## src/core/fiow_pkg.sv

```systemverilog
/*
  Constants of the field I/O watchdog and fault supervisor: register offsets,
  field positions, reset values and timing counts.
  Assumes a 100 MHz core clock and an 8-bit code scanner with a 36.3 V full scale.
*/
package fiow_pkg;

  // Clock and link timing
  localparam int CLK_HZ          = 100_000_000;
  localparam int CLK_PERIOD_NS   = 10;
  localparam int OPER_BAUD       = 2_500_000;
  localparam int SETUP_BAUD      = 115_200;
  localparam int OPER_BIT_CYC    = CLK_HZ / OPER_BAUD;
  localparam int SETUP_BIT_CYC   = CLK_HZ / SETUP_BAUD;
  localparam int MAX_UPDATE_HZ   = 10_000;
  localparam int MS_NS           = 1_000_000;
  localparam int MS_CYC          = MS_NS / CLK_PERIOD_NS;

  // Watchdog and activity lamp
  localparam logic [15:0] WDT_DEFAULT_MS = 16'h0032;
  localparam int ACT_UPDATE_HZ   = 1000;
  localparam int ACT_BLINK_HZ    = 1;
  localparam int ACT_TOGGLE      = ACT_UPDATE_HZ / (2 * ACT_BLINK_HZ);

  // Input classification
  localparam int PCT_FULL        = 100;
  localparam int HI_PCT          = 60;
  localparam int LO_PCT          = 40;
  localparam int FULL_SCALE_MV   = 36300;
  localparam int ENC_THR_MV      = 2500;
  localparam int ADC_MAX         = 255;
  localparam int ENC_THR_CODE    = (ENC_THR_MV * ADC_MAX + FULL_SCALE_MV / 2) / FULL_SCALE_MV;

  // Sizes
  localparam int N_IN            = 32;
  localparam int N_OUT           = 16;
  localparam int OUT_PER_CHIP    = 8;
  localparam int N_CHIP          = N_OUT / OUT_PER_CHIP;
  localparam int N_ANA           = 4;
  localparam int ENC_FIRST_IN    = 16;
  localparam int N_ENC           = 2;

  // Register offsets
  localparam logic [7:0] ADDR_OUTPUT = 8'h00;
  localparam logic [7:0] ADDR_INPUT  = 8'h04;
  localparam logic [7:0] ADDR_FAULT  = 8'h08;
  localparam logic [7:0] ADDR_WORK   = 8'h0c;
  localparam logic [7:0] ADDR_STORED = 8'h10;
  localparam logic [7:0] ADDR_MODE   = 8'h14;
  localparam logic [7:0] ADDR_ANALOG = 8'h18;
  localparam logic [7:0] ADDR_ENC    = 8'h1c;
  localparam logic [7:0] ADDR_OUTFLT = 8'h20;

  // Fault register bits
  localparam int FLT_WDOG        = 0;
  localparam int FLT_SHORT       = 1;
  localparam int FLT_OTEMP       = 2;
  localparam int FLT_LOWV        = 3;
  localparam int FLT_FLOSS       = 4;

  // Mode register fields
  localparam int MODE_PD_LSB     = 0;
  localparam int MODE_ENC_LSB    = 4;
  localparam logic [1:0] PD_IO_ONLY = 2'h0;
  localparam logic [1:0] PD_ENC     = 2'h2;
  localparam logic [1:0] PD_ENC_ALT = 2'h3;
  localparam logic [2:0] ENC_1X_FWD = 3'h0;
  localparam logic [2:0] ENC_1X_REV = 3'h1;
  localparam logic [2:0] ENC_2X_FWD = 3'h2;
  localparam logic [2:0] ENC_2X_REV = 3'h3;
  localparam logic [2:0] ENC_4X_FWD = 3'h4;
  localparam logic [2:0] ENC_4X_REV = 3'h5;

endpackage : fiow_pkg

```

## src/core/fiow_pin_sync.sv

```systemverilog
/*
  Three-stage synchroniser for a bundle of slow pins with agreement filter.
  Assumes pins change slowly compared to the clock; the output only follows
  once the second and third stages agree.
*/
`timescale 1ns/1ps
module fiow_pin_sync #(
  parameter int WIDTH = 8
) (
  // Clock and reset
  input  wire logic             clk,
  input  wire logic             rst_n,
  // Pins and filtered copy
  input  wire logic [WIDTH-1:0] pin_i,
  output logic      [WIDTH-1:0] pin_o
);

  logic [WIDTH-1:0] s1_q;
  logic [WIDTH-1:0] s2_q;
  logic [WIDTH-1:0] s3_q;

  always_ff @(posedge clk or negedge rst_n) begin
    if (!rst_n) begin
      s1_q <= '0;
      s2_q <= '0;
      s3_q <= '0;
    end else begin
      s1_q <= pin_i;
      s2_q <= s1_q;
      s3_q <= s2_q;
    end
  end

  // Per bit, a change counts only when two settled stages agree
  for (genvar i = 0; i < WIDTH; i++) begin : g_bit
    always_ff @(posedge clk or negedge rst_n) begin
      if (!rst_n) begin
        pin_o[i] <= 1'b0;
      end else if (s2_q[i] == s3_q[i]) begin
        pin_o[i] <= s3_q[i];
      end
    end
  end

endmodule : fiow_pin_sync

```

## src/core/fiow_supervisor.sv

```systemverilog
/*
  Field I/O supervisor: watchdog, fault flag, output gating, output faults,
  supply faults, input classification, analog readout, handwheel counters,
  lamps and link bit timing, all behind a classic Wishbone slave.
  Assumes a scanner on the same clock delivering 8-bit pin codes, and slow pins
  for supply status, driver flags and jumpers.
*/
`timescale 1ns/1ps
// Function
// RL1 - Thirty-two inputs and sixteen outputs exchanged with the host as process data.
// RL2 - Operate link runs at 2.5 Mbaud; updates up to 10 kHz.
// RL3 - Setup mode fixes the link at 115.2 kbaud.
// RL4 - Short circuit switches off that output and flags a fault.
// RL5 - Driver over-temperature disables its eight outputs and flags a fault.
// RL6 - Input high at 60 percent of supply, low at 40 percent.
// RL7 - Input voltages read as 8-bit codes, full scale 36.3 V.
// RL8 - Modes 1 and 2 also deliver analog codes of inputs 0 to 3.
// RL9 - Encoder mode uses inputs 16 to 19 with a 2.5 V threshold.
// RL10 - Counter mode 0..5: 1X, 2X, 4X forward and reverse; default 0.
// RL11 - No host access within the period sets fault, outputs off; default 50 ms.
// RL12 - Output updates ignored while fault is set; host clears it.
// RL13 - Fault flag is set coming out of power-up.
// RL14 - Period in milliseconds; zero disables the watchdog.
// RL15 - Stored and working watchdog periods are kept separately.
// RL16 - At power-up stored settings are copied into working ones.
// RL17 - A missing field supply blocks start and reports low voltage.
// RL18 - With separate logic supply, field voltage loss is reported.
// RL19 - Power-up: fault lamp on, activity lamp off; fault lamp off once running.
// RL20 - Activity lamp blinks about 1 Hz at 1 kHz update rate.
// RL21 - Setup mode lights both lamps continuously.
// RL22 - Each process data access restarts the watchdog from the working period.
module fiow_supervisor
  import fiow_pkg::*;
#(
  parameter int MS_CYCLES = MS_CYC
) (
  // Clock and reset
  input  wire logic                 clk,
  input  wire logic                 arst_n,
  // Wishbone slave
  input  wire logic                 wb_cyc_i,
  input  wire logic                 wb_stb_i,
  input  wire logic                 wb_we_i,
  input  wire logic [7:0]           wb_adr_i,
  input  wire logic [3:0]           wb_sel_i,
  input  wire logic [31:0]          wb_dat_i,
  output logic      [31:0]          wb_dat_o,
  output logic                      wb_ack_o,
  // Pins: jumpers, supplies, driver flags
  input  wire logic                 setup_mode_jumper,
  input  wire logic                 logic_supply_separate,
  input  wire logic                 field_supply_upper_bank_ok,
  input  wire logic                 field_supply_lower_bank_ok,
  input  wire logic [N_OUT-1:0]     out_short,
  input  wire logic [N_CHIP-1:0]    chip_overtemp,
  // Pin code scanner
  input  wire logic                 adc_valid,
  input  wire logic [4:0]           adc_chan,
  input  wire logic [7:0]           adc_code,
  input  wire logic [7:0]           field_supply_upper_bank_code,
  input  wire logic [7:0]           field_supply_lower_bank_code,
  // Field outputs, lamps, link timing
  output logic      [N_OUT-1:0]     field_out,
  output logic                      fault_lamp,
  output logic                      activity_lamp,
  output logic                      link_bit_tick
);

  localparam int SYNC_W = N_OUT + N_CHIP + 4;

  logic [1:0]           rst_sync_q;
  logic                 rst_n;
  logic [SYNC_W-1:0]    pins_s;
  logic [N_OUT-1:0]     short_s;
  logic [N_CHIP-1:0]    otemp_s;
  logic                 setup_s;
  logic                 sep_s;
  logic                 supplies_ok;
  logic [3:0]           settle_q;
  logic                 ack_q;
  logic [31:0]          rdata_q;
  logic                 wr;
  logic                 rd;
  logic                 pd_access;
  logic [N_OUT-1:0]     out_q;
  logic                 fault_q;
  logic                 fault_clr;
  logic                 started_q;
  logic                 lowv_q;
  logic                 floss_q;
  logic [N_OUT-1:0]     short_lat_q;
  logic [N_CHIP-1:0]    otemp_lat_q;
  logic [N_OUT-1:0]     chip_off;
  logic [15:0]          work_q;
  logic [15:0]          stored_q;
  logic                 load_pend_q;
  logic [31:0]          ms_cnt_q;
  logic [15:0]          wd_cnt_q;
  logic                 wd_expire;
  logic [1:0]           pd_mode_q;
  logic [2:0]           enc_mode_q;
  logic                 enc_active;
  logic [N_IN-1:0]      in_q;
  logic [15:0]          cls_lhs;
  logic [15:0]          cls_sup;
  logic [7:0]           ana_q [N_ANA];
  logic [15:0]          enc_q [N_ENC];
  logic [9:0]           act_cnt_q;
  logic                 act_q;
  logic [9:0]           bit_cnt_q;
  logic                 bit_tick_q;

  // Reset release through two flops
  always_ff @(posedge clk or negedge arst_n) begin
    if (!arst_n) begin
      rst_sync_q <= 2'h0;
    end else begin
      rst_sync_q <= {rst_sync_q[0], 1'b1};
    end
  end
  assign rst_n = rst_sync_q[1];

  // Synced pins read 0 for four edges; supplies look absent until then
  always_ff @(posedge clk or negedge rst_n) begin
    if (!rst_n) begin
      settle_q <= 4'h0;
    end else begin
      settle_q <= {settle_q[2:0], 1'b1};
    end
  end

  fiow_pin_sync #(.WIDTH(SYNC_W)) u_sync (
    .clk   (clk),
    .rst_n (rst_n),
    .pin_i ({out_short, chip_overtemp, setup_mode_jumper, logic_supply_separate,
             field_supply_upper_bank_ok, field_supply_lower_bank_ok}),
    .pin_o (pins_s)
  );
  assign short_s     = pins_s[SYNC_W-1 -: N_OUT];
  assign otemp_s     = pins_s[N_CHIP+3 -: N_CHIP];
  assign setup_s     = pins_s[3];
  assign sep_s       = pins_s[2];
  assign supplies_ok = pins_s[1] & pins_s[0];

  // Byte-lane merge for partial writes
  function automatic logic [31:0] merge(input logic [31:0] old_v, input logic [31:0] new_v,
                                        input logic [3:0] sel);
    logic [31:0] r;
    r = old_v;
    for (int b = 0; b < 4; b++) begin
      if (sel[b]) begin
        r[8*b +: 8] = new_v[8*b +: 8];
      end
    end
    return r;
  endfunction : merge

  // Bus slave: one wait state, ack lasts one cycle
  assign wr = wb_cyc_i & wb_stb_i & wb_we_i & ~ack_q;
  assign rd = wb_cyc_i & wb_stb_i & ~wb_we_i & ~ack_q;
  assign pd_access = (wr && wb_adr_i == ADDR_OUTPUT) || (rd && wb_adr_i == ADDR_INPUT);

  always_ff @(posedge clk or negedge rst_n) begin
    if (!rst_n) begin
      ack_q <= 1'b0;
    end else begin
      ack_q <= wb_cyc_i & wb_stb_i & ~ack_q;
    end
  end
  assign wb_ack_o = ack_q;
  assign wb_dat_o = rdata_q;

  always_ff @(posedge clk or negedge rst_n) begin
    if (!rst_n) begin
      rdata_q <= 32'h0;
    end else if (rd) begin
      unique case (wb_adr_i)
        ADDR_OUTPUT: rdata_q <= {16'h0, out_q};
        ADDR_INPUT:  rdata_q <= in_q; // RL1
        ADDR_FAULT:  rdata_q <= {27'h0, floss_q, lowv_q, |otemp_lat_q, |short_lat_q, fault_q};
        ADDR_WORK:   rdata_q <= {16'h0, work_q};
        ADDR_STORED: rdata_q <= {16'h0, stored_q};
        ADDR_MODE:   rdata_q <= {25'h0, enc_mode_q, 2'h0, pd_mode_q};
        ADDR_ANALOG: rdata_q <= (pd_mode_q == PD_IO_ONLY) ? 32'h0 :
                                {ana_q[3], ana_q[2], ana_q[1], ana_q[0]}; // RL8
        ADDR_ENC:    rdata_q <= enc_active ? {enc_q[1], enc_q[0]} : 32'h0;
        ADDR_OUTFLT: rdata_q <= {14'h0, otemp_lat_q, short_lat_q};
        default:     rdata_q <= 32'h0;
      endcase
    end
  end

  // Output image; refused while faulted
  always_ff @(posedge clk or negedge rst_n) begin
    if (!rst_n) begin
      out_q <= 16'h0;
    end else if (wr && wb_adr_i == ADDR_OUTPUT && !fault_q) begin // RL12
      out_q <= 16'(merge({16'h0, out_q}, wb_dat_i, wb_sel_i));
    end
  end

  // Output faults latch until written one and gone; set wins
  always_ff @(posedge clk or negedge rst_n) begin
    if (!rst_n) begin
      short_lat_q <= 16'h0;
      otemp_lat_q <= 2'h0;
    end else begin
      short_lat_q <= short_s | (short_lat_q & ~((wr && wb_adr_i == ADDR_OUTFLT && wb_sel_i[0] && wb_sel_i[1])
                     ? wb_dat_i[15:0] : 16'h0)); // RL4
      otemp_lat_q <= otemp_s | (otemp_lat_q & ~((wr && wb_adr_i == ADDR_OUTFLT && wb_sel_i[2])
                     ? wb_dat_i[17:16] : 2'h0)); // RL5
    end
  end

  for (genvar c = 0; c < N_CHIP; c++) begin : g_chip
    assign chip_off[c*OUT_PER_CHIP +: OUT_PER_CHIP] = {OUT_PER_CHIP{otemp_lat_q[c]}}; // RL5
  end

  always_ff @(posedge clk or negedge rst_n) begin
    if (!rst_n) begin
      field_out <= 16'h0;
    end else begin
      field_out <= fault_q ? 16'h0 : (out_q & ~short_lat_q & ~chip_off); // RL4 RL11 RL12
    end
  end

  // Fault flag; clear refused until both field supplies are present
  assign fault_clr = wr && wb_adr_i == ADDR_FAULT && wb_sel_i[0] && wb_dat_i[FLT_WDOG] && supplies_ok; // RL17

  always_ff @(posedge clk or negedge rst_n) begin
    if (!rst_n) begin
      fault_q   <= 1'b1; // RL13
      started_q <= 1'b0;
    end else begin
      if (wd_expire) begin
        fault_q <= 1'b1; // RL11
      end else if (fault_clr) begin
        fault_q <= 1'b0; // RL12
      end
      if (fault_clr) begin
        started_q <= 1'b1;
      end
    end
  end

  // Supply faults, sticky, cleared by writing one
  always_ff @(posedge clk or negedge rst_n) begin
    if (!rst_n) begin
      lowv_q  <= 1'b0;
      floss_q <= 1'b0;
    end else begin
      if (settle_q[3] && !started_q && !supplies_ok) begin
        lowv_q <= 1'b1; // RL17
      end else if (wr && wb_adr_i == ADDR_FAULT && wb_sel_i[0] && wb_dat_i[FLT_LOWV]) begin
        lowv_q <= 1'b0;
      end
      if (started_q && sep_s && !supplies_ok) begin
        floss_q <= 1'b1; // RL18
      end else if (wr && wb_adr_i == ADDR_FAULT && wb_sel_i[0] && wb_dat_i[FLT_FLOSS]) begin
        floss_q <= 1'b0;
      end
    end
  end

  // Watchdog settings; working copy loaded from stored once after reset
  always_ff @(posedge clk or negedge rst_n) begin
    if (!rst_n) begin
      stored_q    <= WDT_DEFAULT_MS;
      work_q      <= WDT_DEFAULT_MS;
      load_pend_q <= 1'b1;
    end else begin
      load_pend_q <= 1'b0;
      if (wr && wb_adr_i == ADDR_STORED) begin
        stored_q <= 16'(merge({16'h0, stored_q}, wb_dat_i, wb_sel_i)); // RL15
      end
      if (load_pend_q) begin
        work_q <= stored_q; // RL16
      end else if (wr && wb_adr_i == ADDR_WORK) begin
        work_q <= 16'(merge({16'h0, work_q}, wb_dat_i, wb_sel_i)); // RL15
      end
    end
  end

  // Millisecond countdown; zero period never bites
  assign wd_expire = (work_q != 16'h0) && (wd_cnt_q == 16'h1) && (ms_cnt_q == 32'(MS_CYCLES - 1)); // RL14

  always_ff @(posedge clk or negedge rst_n) begin
    if (!rst_n) begin
      ms_cnt_q <= 32'h0;
      wd_cnt_q <= WDT_DEFAULT_MS;
    end else if (pd_access || load_pend_q) begin
      ms_cnt_q <= 32'h0;
      wd_cnt_q <= load_pend_q ? stored_q : work_q; // RL22
    end else if (ms_cnt_q == 32'(MS_CYCLES - 1)) begin
      ms_cnt_q <= 32'h0;
      if (wd_cnt_q != 16'h0) begin
        wd_cnt_q <= wd_cnt_q - 16'h1; // RL11 RL14
      end
    end else begin
      ms_cnt_q <= ms_cnt_q + 32'h1;
    end
  end

  // Mode register
  always_ff @(posedge clk or negedge rst_n) begin
    if (!rst_n) begin
      pd_mode_q  <= PD_IO_ONLY;
      enc_mode_q <= ENC_1X_FWD; // RL10
    end else if (wr && wb_adr_i == ADDR_MODE && wb_sel_i[0]) begin
      pd_mode_q  <= wb_dat_i[MODE_PD_LSB +: 2];
      enc_mode_q <= wb_dat_i[MODE_ENC_LSB +: 3];
    end
  end
  // Both codes accepted since the mode number is given two ways
  assign enc_active = (pd_mode_q == PD_ENC) || (pd_mode_q == PD_ENC_ALT); // RL9

  // Input classification from scanned codes, hysteresis holds the middle band
  assign cls_lhs = 16'(adc_code) * 16'(PCT_FULL);
  assign cls_sup = (adc_chan < 5'(ENC_FIRST_IN)) ? 16'(field_supply_upper_bank_code)
                                                 : 16'(field_supply_lower_bank_code);

  always_ff @(posedge clk or negedge rst_n) begin
    if (!rst_n) begin
      in_q <= 32'h0;
      for (int a = 0; a < N_ANA; a++) begin
        ana_q[a] <= 8'h0;
      end
    end else if (adc_valid) begin
      if (enc_active && adc_chan >= 5'(ENC_FIRST_IN) && adc_chan < 5'(ENC_FIRST_IN + 2 * N_ENC)) begin
        in_q[adc_chan] <= (adc_code >= 8'(ENC_THR_CODE)); // RL9
      end else if (cls_lhs >= cls_sup * 16'(HI_PCT)) begin
        in_q[adc_chan] <= 1'b1; // RL6
      end else if (cls_lhs <= cls_sup * 16'(LO_PCT)) begin
        in_q[adc_chan] <= 1'b0; // RL6
      end
      if (adc_chan < 5'(N_ANA)) begin
        ana_q[adc_chan[1:0]] <= adc_code; // RL7 RL8
      end
    end
  end

  // Handwheel quadrature counters
  for (genvar e = 0; e < N_ENC; e++) begin : g_enc
    logic [1:0] ab_prev_q;
    logic       a;
    logic       b;
    logic       step;
    logic       up;
    logic       cnt_en;
    assign a    = in_q[ENC_FIRST_IN + 2*e];
    assign b    = in_q[ENC_FIRST_IN + 2*e + 1];
    assign step = (a ^ ab_prev_q[1]) ^ (b ^ ab_prev_q[0]);
    assign up   = (ab_prev_q[1] ^ b) ^ enc_mode_q[0];
    always_comb begin
      unique case (enc_mode_q)
        ENC_1X_FWD, ENC_1X_REV: cnt_en = step && (a ^ ab_prev_q[1]) && a; // RL10
        ENC_2X_FWD, ENC_2X_REV: cnt_en = step && (a ^ ab_prev_q[1]);
        ENC_4X_FWD, ENC_4X_REV: cnt_en = step;
        default:                cnt_en = 1'b0;
      endcase
    end
    always_ff @(posedge clk or negedge rst_n) begin
      if (!rst_n) begin
        ab_prev_q <= 2'h0;
        enc_q[e]  <= 16'h0;
      end else begin
        ab_prev_q <= {a, b};
        if (enc_active && cnt_en) begin
          enc_q[e] <= up ? enc_q[e] + 16'h1 : enc_q[e] - 16'h1; // RL9
        end
      end
    end
  end

  // Activity lamp toggles every half blink period of exchanges
  always_ff @(posedge clk or negedge rst_n) begin
    if (!rst_n) begin
      act_cnt_q <= 10'h0;
      act_q     <= 1'b0; // RL19
    end else if (fault_q) begin
      act_cnt_q <= 10'h0;
      act_q     <= 1'b0;
    end else if (pd_access) begin
      if (act_cnt_q == 10'(ACT_TOGGLE - 1)) begin
        act_cnt_q <= 10'h0;
        act_q     <= ~act_q; // RL20
      end else begin
        act_cnt_q <= act_cnt_q + 10'h1;
      end
    end
  end
  assign fault_lamp    = setup_s | fault_q; // RL19 RL21
  assign activity_lamp = setup_s | act_q; // RL21

  // Bit timing for the serial engine; rate follows the jumper
  always_ff @(posedge clk or negedge rst_n) begin
    if (!rst_n) begin
      bit_cnt_q  <= 10'h0;
      bit_tick_q <= 1'b0;
    end else if (bit_cnt_q >= (setup_s ? 10'(SETUP_BIT_CYC - 1) : 10'(OPER_BIT_CYC - 1))) begin
      bit_cnt_q  <= 10'h0; // RL2 RL3
      bit_tick_q <= 1'b1;
    end else begin
      bit_cnt_q  <= bit_cnt_q + 10'h1;
      bit_tick_q <= 1'b0;
    end
  end
  assign link_bit_tick = bit_tick_q;
endmodule : fiow_supervisor

```

## config.mk

```make
export PLATFORM = sky130hd
export DESIGN_NAME = fiow_supervisor
export DESIGN_NICKNAME = d
export VERILOG_FILES = /design/src/core/fiow_pkg.sv /design/src/core/fiow_pin_sync.sv /design/src/core/fiow_supervisor.sv
export SDC_FILE = /design/constraint.sdc
export NUM_CORES = 1
export LEC_CHECK = 0
export CELL_PAD_IN_SITES_DETAIL_PLACEMENT = 0
export CELL_PAD_IN_SITES_GLOBAL_PLACEMENT = 1
export CORE_AREA = 8 8 268 270
export CTS_CLUSTER_SIZE = 25
export DETAILED_ROUTE_END_ITERATION = 6
export DIE_AREA = 0 0 276 278
export DONT_BUFFER_PORTS = 1
export PLACE_DENSITY_LB_ADDON = 0.1
export SYNTH_ARGS = -nofsm -noshare
export SYNTH_HDL_FRONTEND = slang
export SYNTH_HIERARCHICAL = 1
export SYNTH_SLANG_ARGS = --single-unit
```

## constraint.sdc

```tcl
create_clock -name clk -period 21 [get_ports clk]
set_input_delay 1.05 -clock clk [delete_from_list [all_inputs] [get_ports clk]]
set_output_delay 1.05 -clock clk [all_outputs]
set_load 0.005 [all_outputs]
```

After elaboration in Yosys (flattened, before gate mapping)
Cells that the tools add are included.
{"block": "op_classes", "eq_ne": 40, "n_reduce_logical": 70, "bitwise": 36, "addsub": 8, "n_mul": 3, "muxes": 45, "n_lt_le_gt_ge": 12}
{"operator": "one-hot mux 32 bit (9 select lines)", "count": 1}
{"operator": "2-to-1 mux 32 bit", "count": 7}
{"operator": "2-to-1 mux 16 bit", "count": 10}
{"operator": "bitwise mux 32 bit", "count": 2}
{"operator": "2-to-1 mux 10 bit", "count": 5}
{"operator": "bitwise AND 16 bit", "count": 3}
{"operator": "NOT 16 bit", "count": 3}
{"operator": "subtractor 16 x 1 -> 16 bit, second input constant", "count": 3}
{"operator": "logical AND 1 bit", "count": 33}
{"operator": "adder 16 x 1 -> 16 bit, second input constant", "count": 2}
{"operator": "adder 32 x 1 -> 32 bit, second input constant", "count": 1}
{"operator": "bitwise AND 32 bit", "count": 1}
{"operator": "equality test 32 x 17 -> 1 bit, second input constant", "count": 1}
{"operator": "equality test 8 x 5 -> 1 bit, second input constant", "count": 4}
{"operator": "2-to-1 mux 8 bit", "count": 4}
{"operator": "NOT 32 bit", "count": 1}
{"operator": "OR 32 bit", "count": 1}
{"operator": "nonzero test 16 bit", "count": 2}
{"operator": "equality test 1 bit", "count": 22}
{"operator": "adder 10 x 1 -> 10 bit, second input constant", "count": 2}
{"operator": "AND reduction 2 bit", "count": 10}
{"operator": "nonzero test 2 bit", "count": 10}
{"operator": "demux 8 bit (select 2 bit)", "count": 1}
{"operator": "equality test 16 x 1 -> 1 bit, second input constant", "count": 1}
{"operator": "43 further kinds", "count": 84}
{"block": "totals", "output_inout_bits": 52, "inputBits": 101, "register_bits": 389}

Depth between registers and ports, before layout
{"block": "logic_depth", "ltp_word": 10, "mapped_depth": 26}

Cells and area by module
Netlist, hierarchy kept.
{"mod": "fiow_supervisor", "instances": 1, "area_per_inst_um2": 17639.4, "cells_each": 1809}
{"mod": "fiow_pin_sync", "instances": 1, "area_per_inst_um2": 2449.8, "cells_each": 110}

Worst setup path before layout
No wires, ideal clock.
{"block": "synth_path", "path_kind": "in2reg", "startpoint": "input adc_chan[4]", "endpoint": "register (tool-made name)", "slack_ns": 14.804, "required_ns": 20.918, "setup_time_ns": 0.082, "t_arrival_ns": 6.114, "stages": 25, "n_path_buf": 5, "path_cell_list": "buf_2 buf_1 mux2i_1 fa_1 fa_1 inv_1 ha_1 nor2b_1 o21ai_0 a21boi_0 o21a_1 nor2_1 o21ai_0 xnor2_1 ha_1 o21a_1 o21ai_0 a41oi_1 o31ai_1 and4b_1 clkbuf_1 or2_1 buf_2 buf_6 o22ai_1"}
{"item": "start, declared", "line": "fiow_supervisor.sv:58", "rtl": "input wire logic [4:0] adc_chan,"}

==> reports/metrics.yaml <==
ir_drop_mv: 0.0613
crit_type: "input pin to flip-flop"
yosysSeqAreaShare_pct: 48.5
crit_path_max_fanout: 32
chipWidth_microns: 276
max_stage_delay_ns: 0.94
grt_pass1_vias: 15038
crit_top_cell: "o21ai_0"
dpl.hpwl_microns: 45700
swShare_pct: 33.6
relSlewSlack_pct: 23.1
worstPathCellList: "mux2i_1 -> fa_1 -> inv_1 -> fa_1 -> ha_1 -> a21o_1 -> a21oi_1 -> o21ai_0 -> a21oi_1 -> o21ai_0 -> and4b_1 -> nor4_1 -> ha_1 -> o21ai_0 -> a41oi_1 -> o31ai_1 -> and4b_1 -> buf_4 -> or2_1 -> o22ai_1"
drt-vias-per-instance: 5.16
layout-drive-gt1-share_pct: 10.6
postRouteAntennaNets: 0
clk_latency_ns: 0.63
p_seq_share_pct: 37.1
clock_power_share_pct: 36.4
root_buffer: "clkbuf_16"
track_usage_pct: 16.0
final_net_count: 2156
synth.cell_area_sq_mm: 0.0201
diodes: 0
arrival_ns: 6.97
skew_ns: 0.0573
port_buffers: 0
cts_buffers: 48
postCtsHoldBufs: 0
drtPass1Iterations: 7
p_switching_uw: 811
synth-edff-count: 0
holdWs_ns: 0.111
start_util_pct: 29.7
status: "finished clean"
grt.busiest_layer: "met2"
tightest_slew_ns: 1.15
combPwrFrac_pct: 26.5
use_met3_pct: 3.02
final.fill_count: 6946
antenna_found_initial: 0
endpoint_kind: "flip-flop"
period_share_pct: 31.2
wirelength_microns: 62700
post_cts_buffers: 0
yosys_warnings: 6
fp.dieH_microns: 278
gp_congestion: 0.786
cts_tree: "built"
period_minus_slack_ns: 6.54
top_level_ports: 153
grt_max_degree: 75
grt_util_met1_pct: 22.0
grt_pass1_wl_microns: 96500
cts.sinks: 389
rsz0062_at_grt: "false"
synth_seq_cells: 389
tns_ns: 0
p_leak_uw: 0.0100
fmax_ghz: 0.153
drt_iter0_markers: 1061
p_per_area_mw_per_mm2: 106
area_growth_syn_to_layout_pct: 13.0
reg2reg_slack_ns: 16.81
grtUsageMet2_pct: 26.2
gr-total-overflow: 0
cp_data_required_time_ns: 21.43
maxCapViolations: 0
cts_max_level: 2
cp-startpoint: "adc_chan[4]"
final_core_util_pct: 33.5
coreArea_sq_mm: 0.0677
drc: 0
hold_viol_final: 0
p_int_uw: 1600
drv_slew: 0
hold_class: "input pin to asynchronous set/reset pin"
syn-instance-count: 1919
setup_violations: 0
regArea_sq_mm: 0.00975
multi_input_area_sq_mm: 0.00963
die_area_sq_mm: 0.0767
clk_pin_slew_ns: 0.06
clockBufferDepth: 3
post_cts_resized: 0
wire_per_inst_microns: 22.1
crit_slowest_cell: "or2_1"
synthDistinctLibCells: 83
async_reset_ff_share_pct: 100
synthFlopType: "dfrtp_1"
r2r_start: "enc_mode_q[0]$_DFFE_PN0P_"
start_kind: "input pin"
fp-row-count: 96
vias: 14628
synth_area_per_cell_sq_um: 10.5
cell usage in the layout (no fill, tap or decap), types with 43 or more instances in the layout:
master | netlist | layout
nand3_1 | 47 | 47
dfrtp_1 | 378 | 377
mux2_2 | 43 | 43
nor2_1 | 125 | 124
ha_1 | 123 | 123
nand2_1 | 208 | 208
xor2_1 | 50 | 50
o21ai_0 | 98 | 98
clkbuf_16 | 0 | 48
a21oi_1 | 88 | 88
inv_1 | 101 | 101
path summary, 6_finish.rpt:
kind / endpoint / depth (start not counted)
max: flip-flop / 20
min: rst_sync_q[1]$_DFF_PN0_ / 0
max reg2reg: enc_q[31]$_DFFE_PN0P_ / 11
min reg2reg: settle_q[3]$_DFF_PN0_ / 0
max in group asynchronous: u_sync/s3_q[4]$_DFF_PN0_ / 3
min in group clk: settle_q[3]$_DFF_PN0_ / 0
synth_stat cells (all sizes together), types with 9 or more instances:
| cell | n | area [sq um] |
|---|---|---|
| nor2 | 126 | 475 |
| a31oi | 10 | 62.6 |
| and2 | 10 | 62.6 |
| a21oi | 88 | 440 |
| or2 | 9 | 56.3 |
| buf | 29 | 181 |
| mux2 | 43 | 484 |
| fa | 19 | 380 |
| a211oi | 16 | 120 |
| a222oi | 31 | 310 |
| nand4 | 15 | 93.8 |
| ha | 123 | 1540 |
| maj3 | 22 | 248 |
| xor2 | 50 | 438 |
| dfrtp | 378 | 9460 |
| nand2b | 16 | 100 |
| o31ai | 18 | 135 |
| a22o | 15 | 131 |
| nor3b | 24 | 185 |
| dfstp | 11 | 289 |
| and3 | 16 | 100 |
| or3 | 13 | 81.3 |
| xnor2 | 37 | 332 |
| a21o | 36 | 270 |
| o21ai | 111 | 556 |
| a22oi | 26 | 195 |
| o211ai | 14 | 105 |
| nand2 | 210 | 793 |
| nand3 | 48 | 245 |
| clkbuf | 47 | 176 |
| o21a | 10 | 75.1 |
| inv | 101 | 379 |
| nor3 | 22 | 136 |
| o22ai | 33 | 206 |
| nor4 | 24 | 208 |
| mux2i | 23 | 230 |
| nor2b | 9 | 56.3 |
flip-flops by register name, indices dropped and copies added (netlist names), 3 cells and up, named ones only:
signal	flops
ana_q	32
enc_q	32
ms_cnt_q	32
wb_dat_o	32
u_sync/pin_o	22
u_sync/s1_q	22
u_sync/s2_q	22
u_sync/s3_q	22
field_out	16
out_q	16
short_lat_q	16
stored_q	16
wd_cnt_q	16
work_q	16
act_cnt_q	10
bit_cnt_q	10
g_enc.ab_prev_q	4
settle_q	4
enc_mode_q	3
routing by layer:
layer	up-vias	wire, microns
met3	73	2920
met4	0	1110
met1	7361	29400
met2	285	29300
met5	-	0
li1	6909	-
cells by family (layout without fill, tap and decap cells):
| family | Yosys count | count (layout) | share of synthesized area [%] |
|---|---|---|---|
| AOI/OAI and AO/OA | 458 | 458 | 15.2 |
| buffers and inverters | 177 | 208 | 3.67 |
| other | 2 | 3 | 0.0374 |
| and+or+nand+nor | 576 | 576 | 14.4 |
| adders and majority gates | 164 | 164 | 10.8 |
| muxes | 66 | 66 | 3.56 |
| DFF | 389 | 389 | 48.5 |
| xor gates and xnor gates | 87 | 87 | 3.83 |
critical path: cells and delay by family:
family	cells	cell delay, ns
AO/OA/AOI/OAI	9	1.56
adder cells (fa/ha/maj)	4	1.54
buffers and inverters	2	0.45
multiplexers	1	0.51
AND/OR/NAND/NOR	4	1.85
final cells by class:
class / count / area share (%)
inverters: 101 / 1.67
clock inverters: 20 / 1.34
multi-input cells: 1354 / 42.4
well taps: 882 / 4.86
repair buffers: 19 / 0.628
flip-flops and latches: 389 / 43.0
clock buffers: 68 / 6.11
power by group through the flow:
stage,Clock [uW],Combinational [uW],Sequential [uW]
floorplan,0,494,887
global placement,0,636,908
detailed placement,0,643,909
CTS,911,648,896
global route,940,735,905
finish,878,638,895
stage by stage:
step / std cells / total power [uW] / setup slack [ns] / instance area (sq um)
final: 2833 / 2410 / 14.46 / 22700
after global routing: 2833 / 2580 / 13.91 / 22700
after CTS: 2833 / 2460 / 14.31 / 22700
after detailed placement: 2745 / 1550 / 13.68 / 21000
after global placement: 2745 / 1540 / 13.70 / 21000
after floorplan: 1920 / 1380 / 9.37 / 20100
Power figures use the tool's default switching activity.
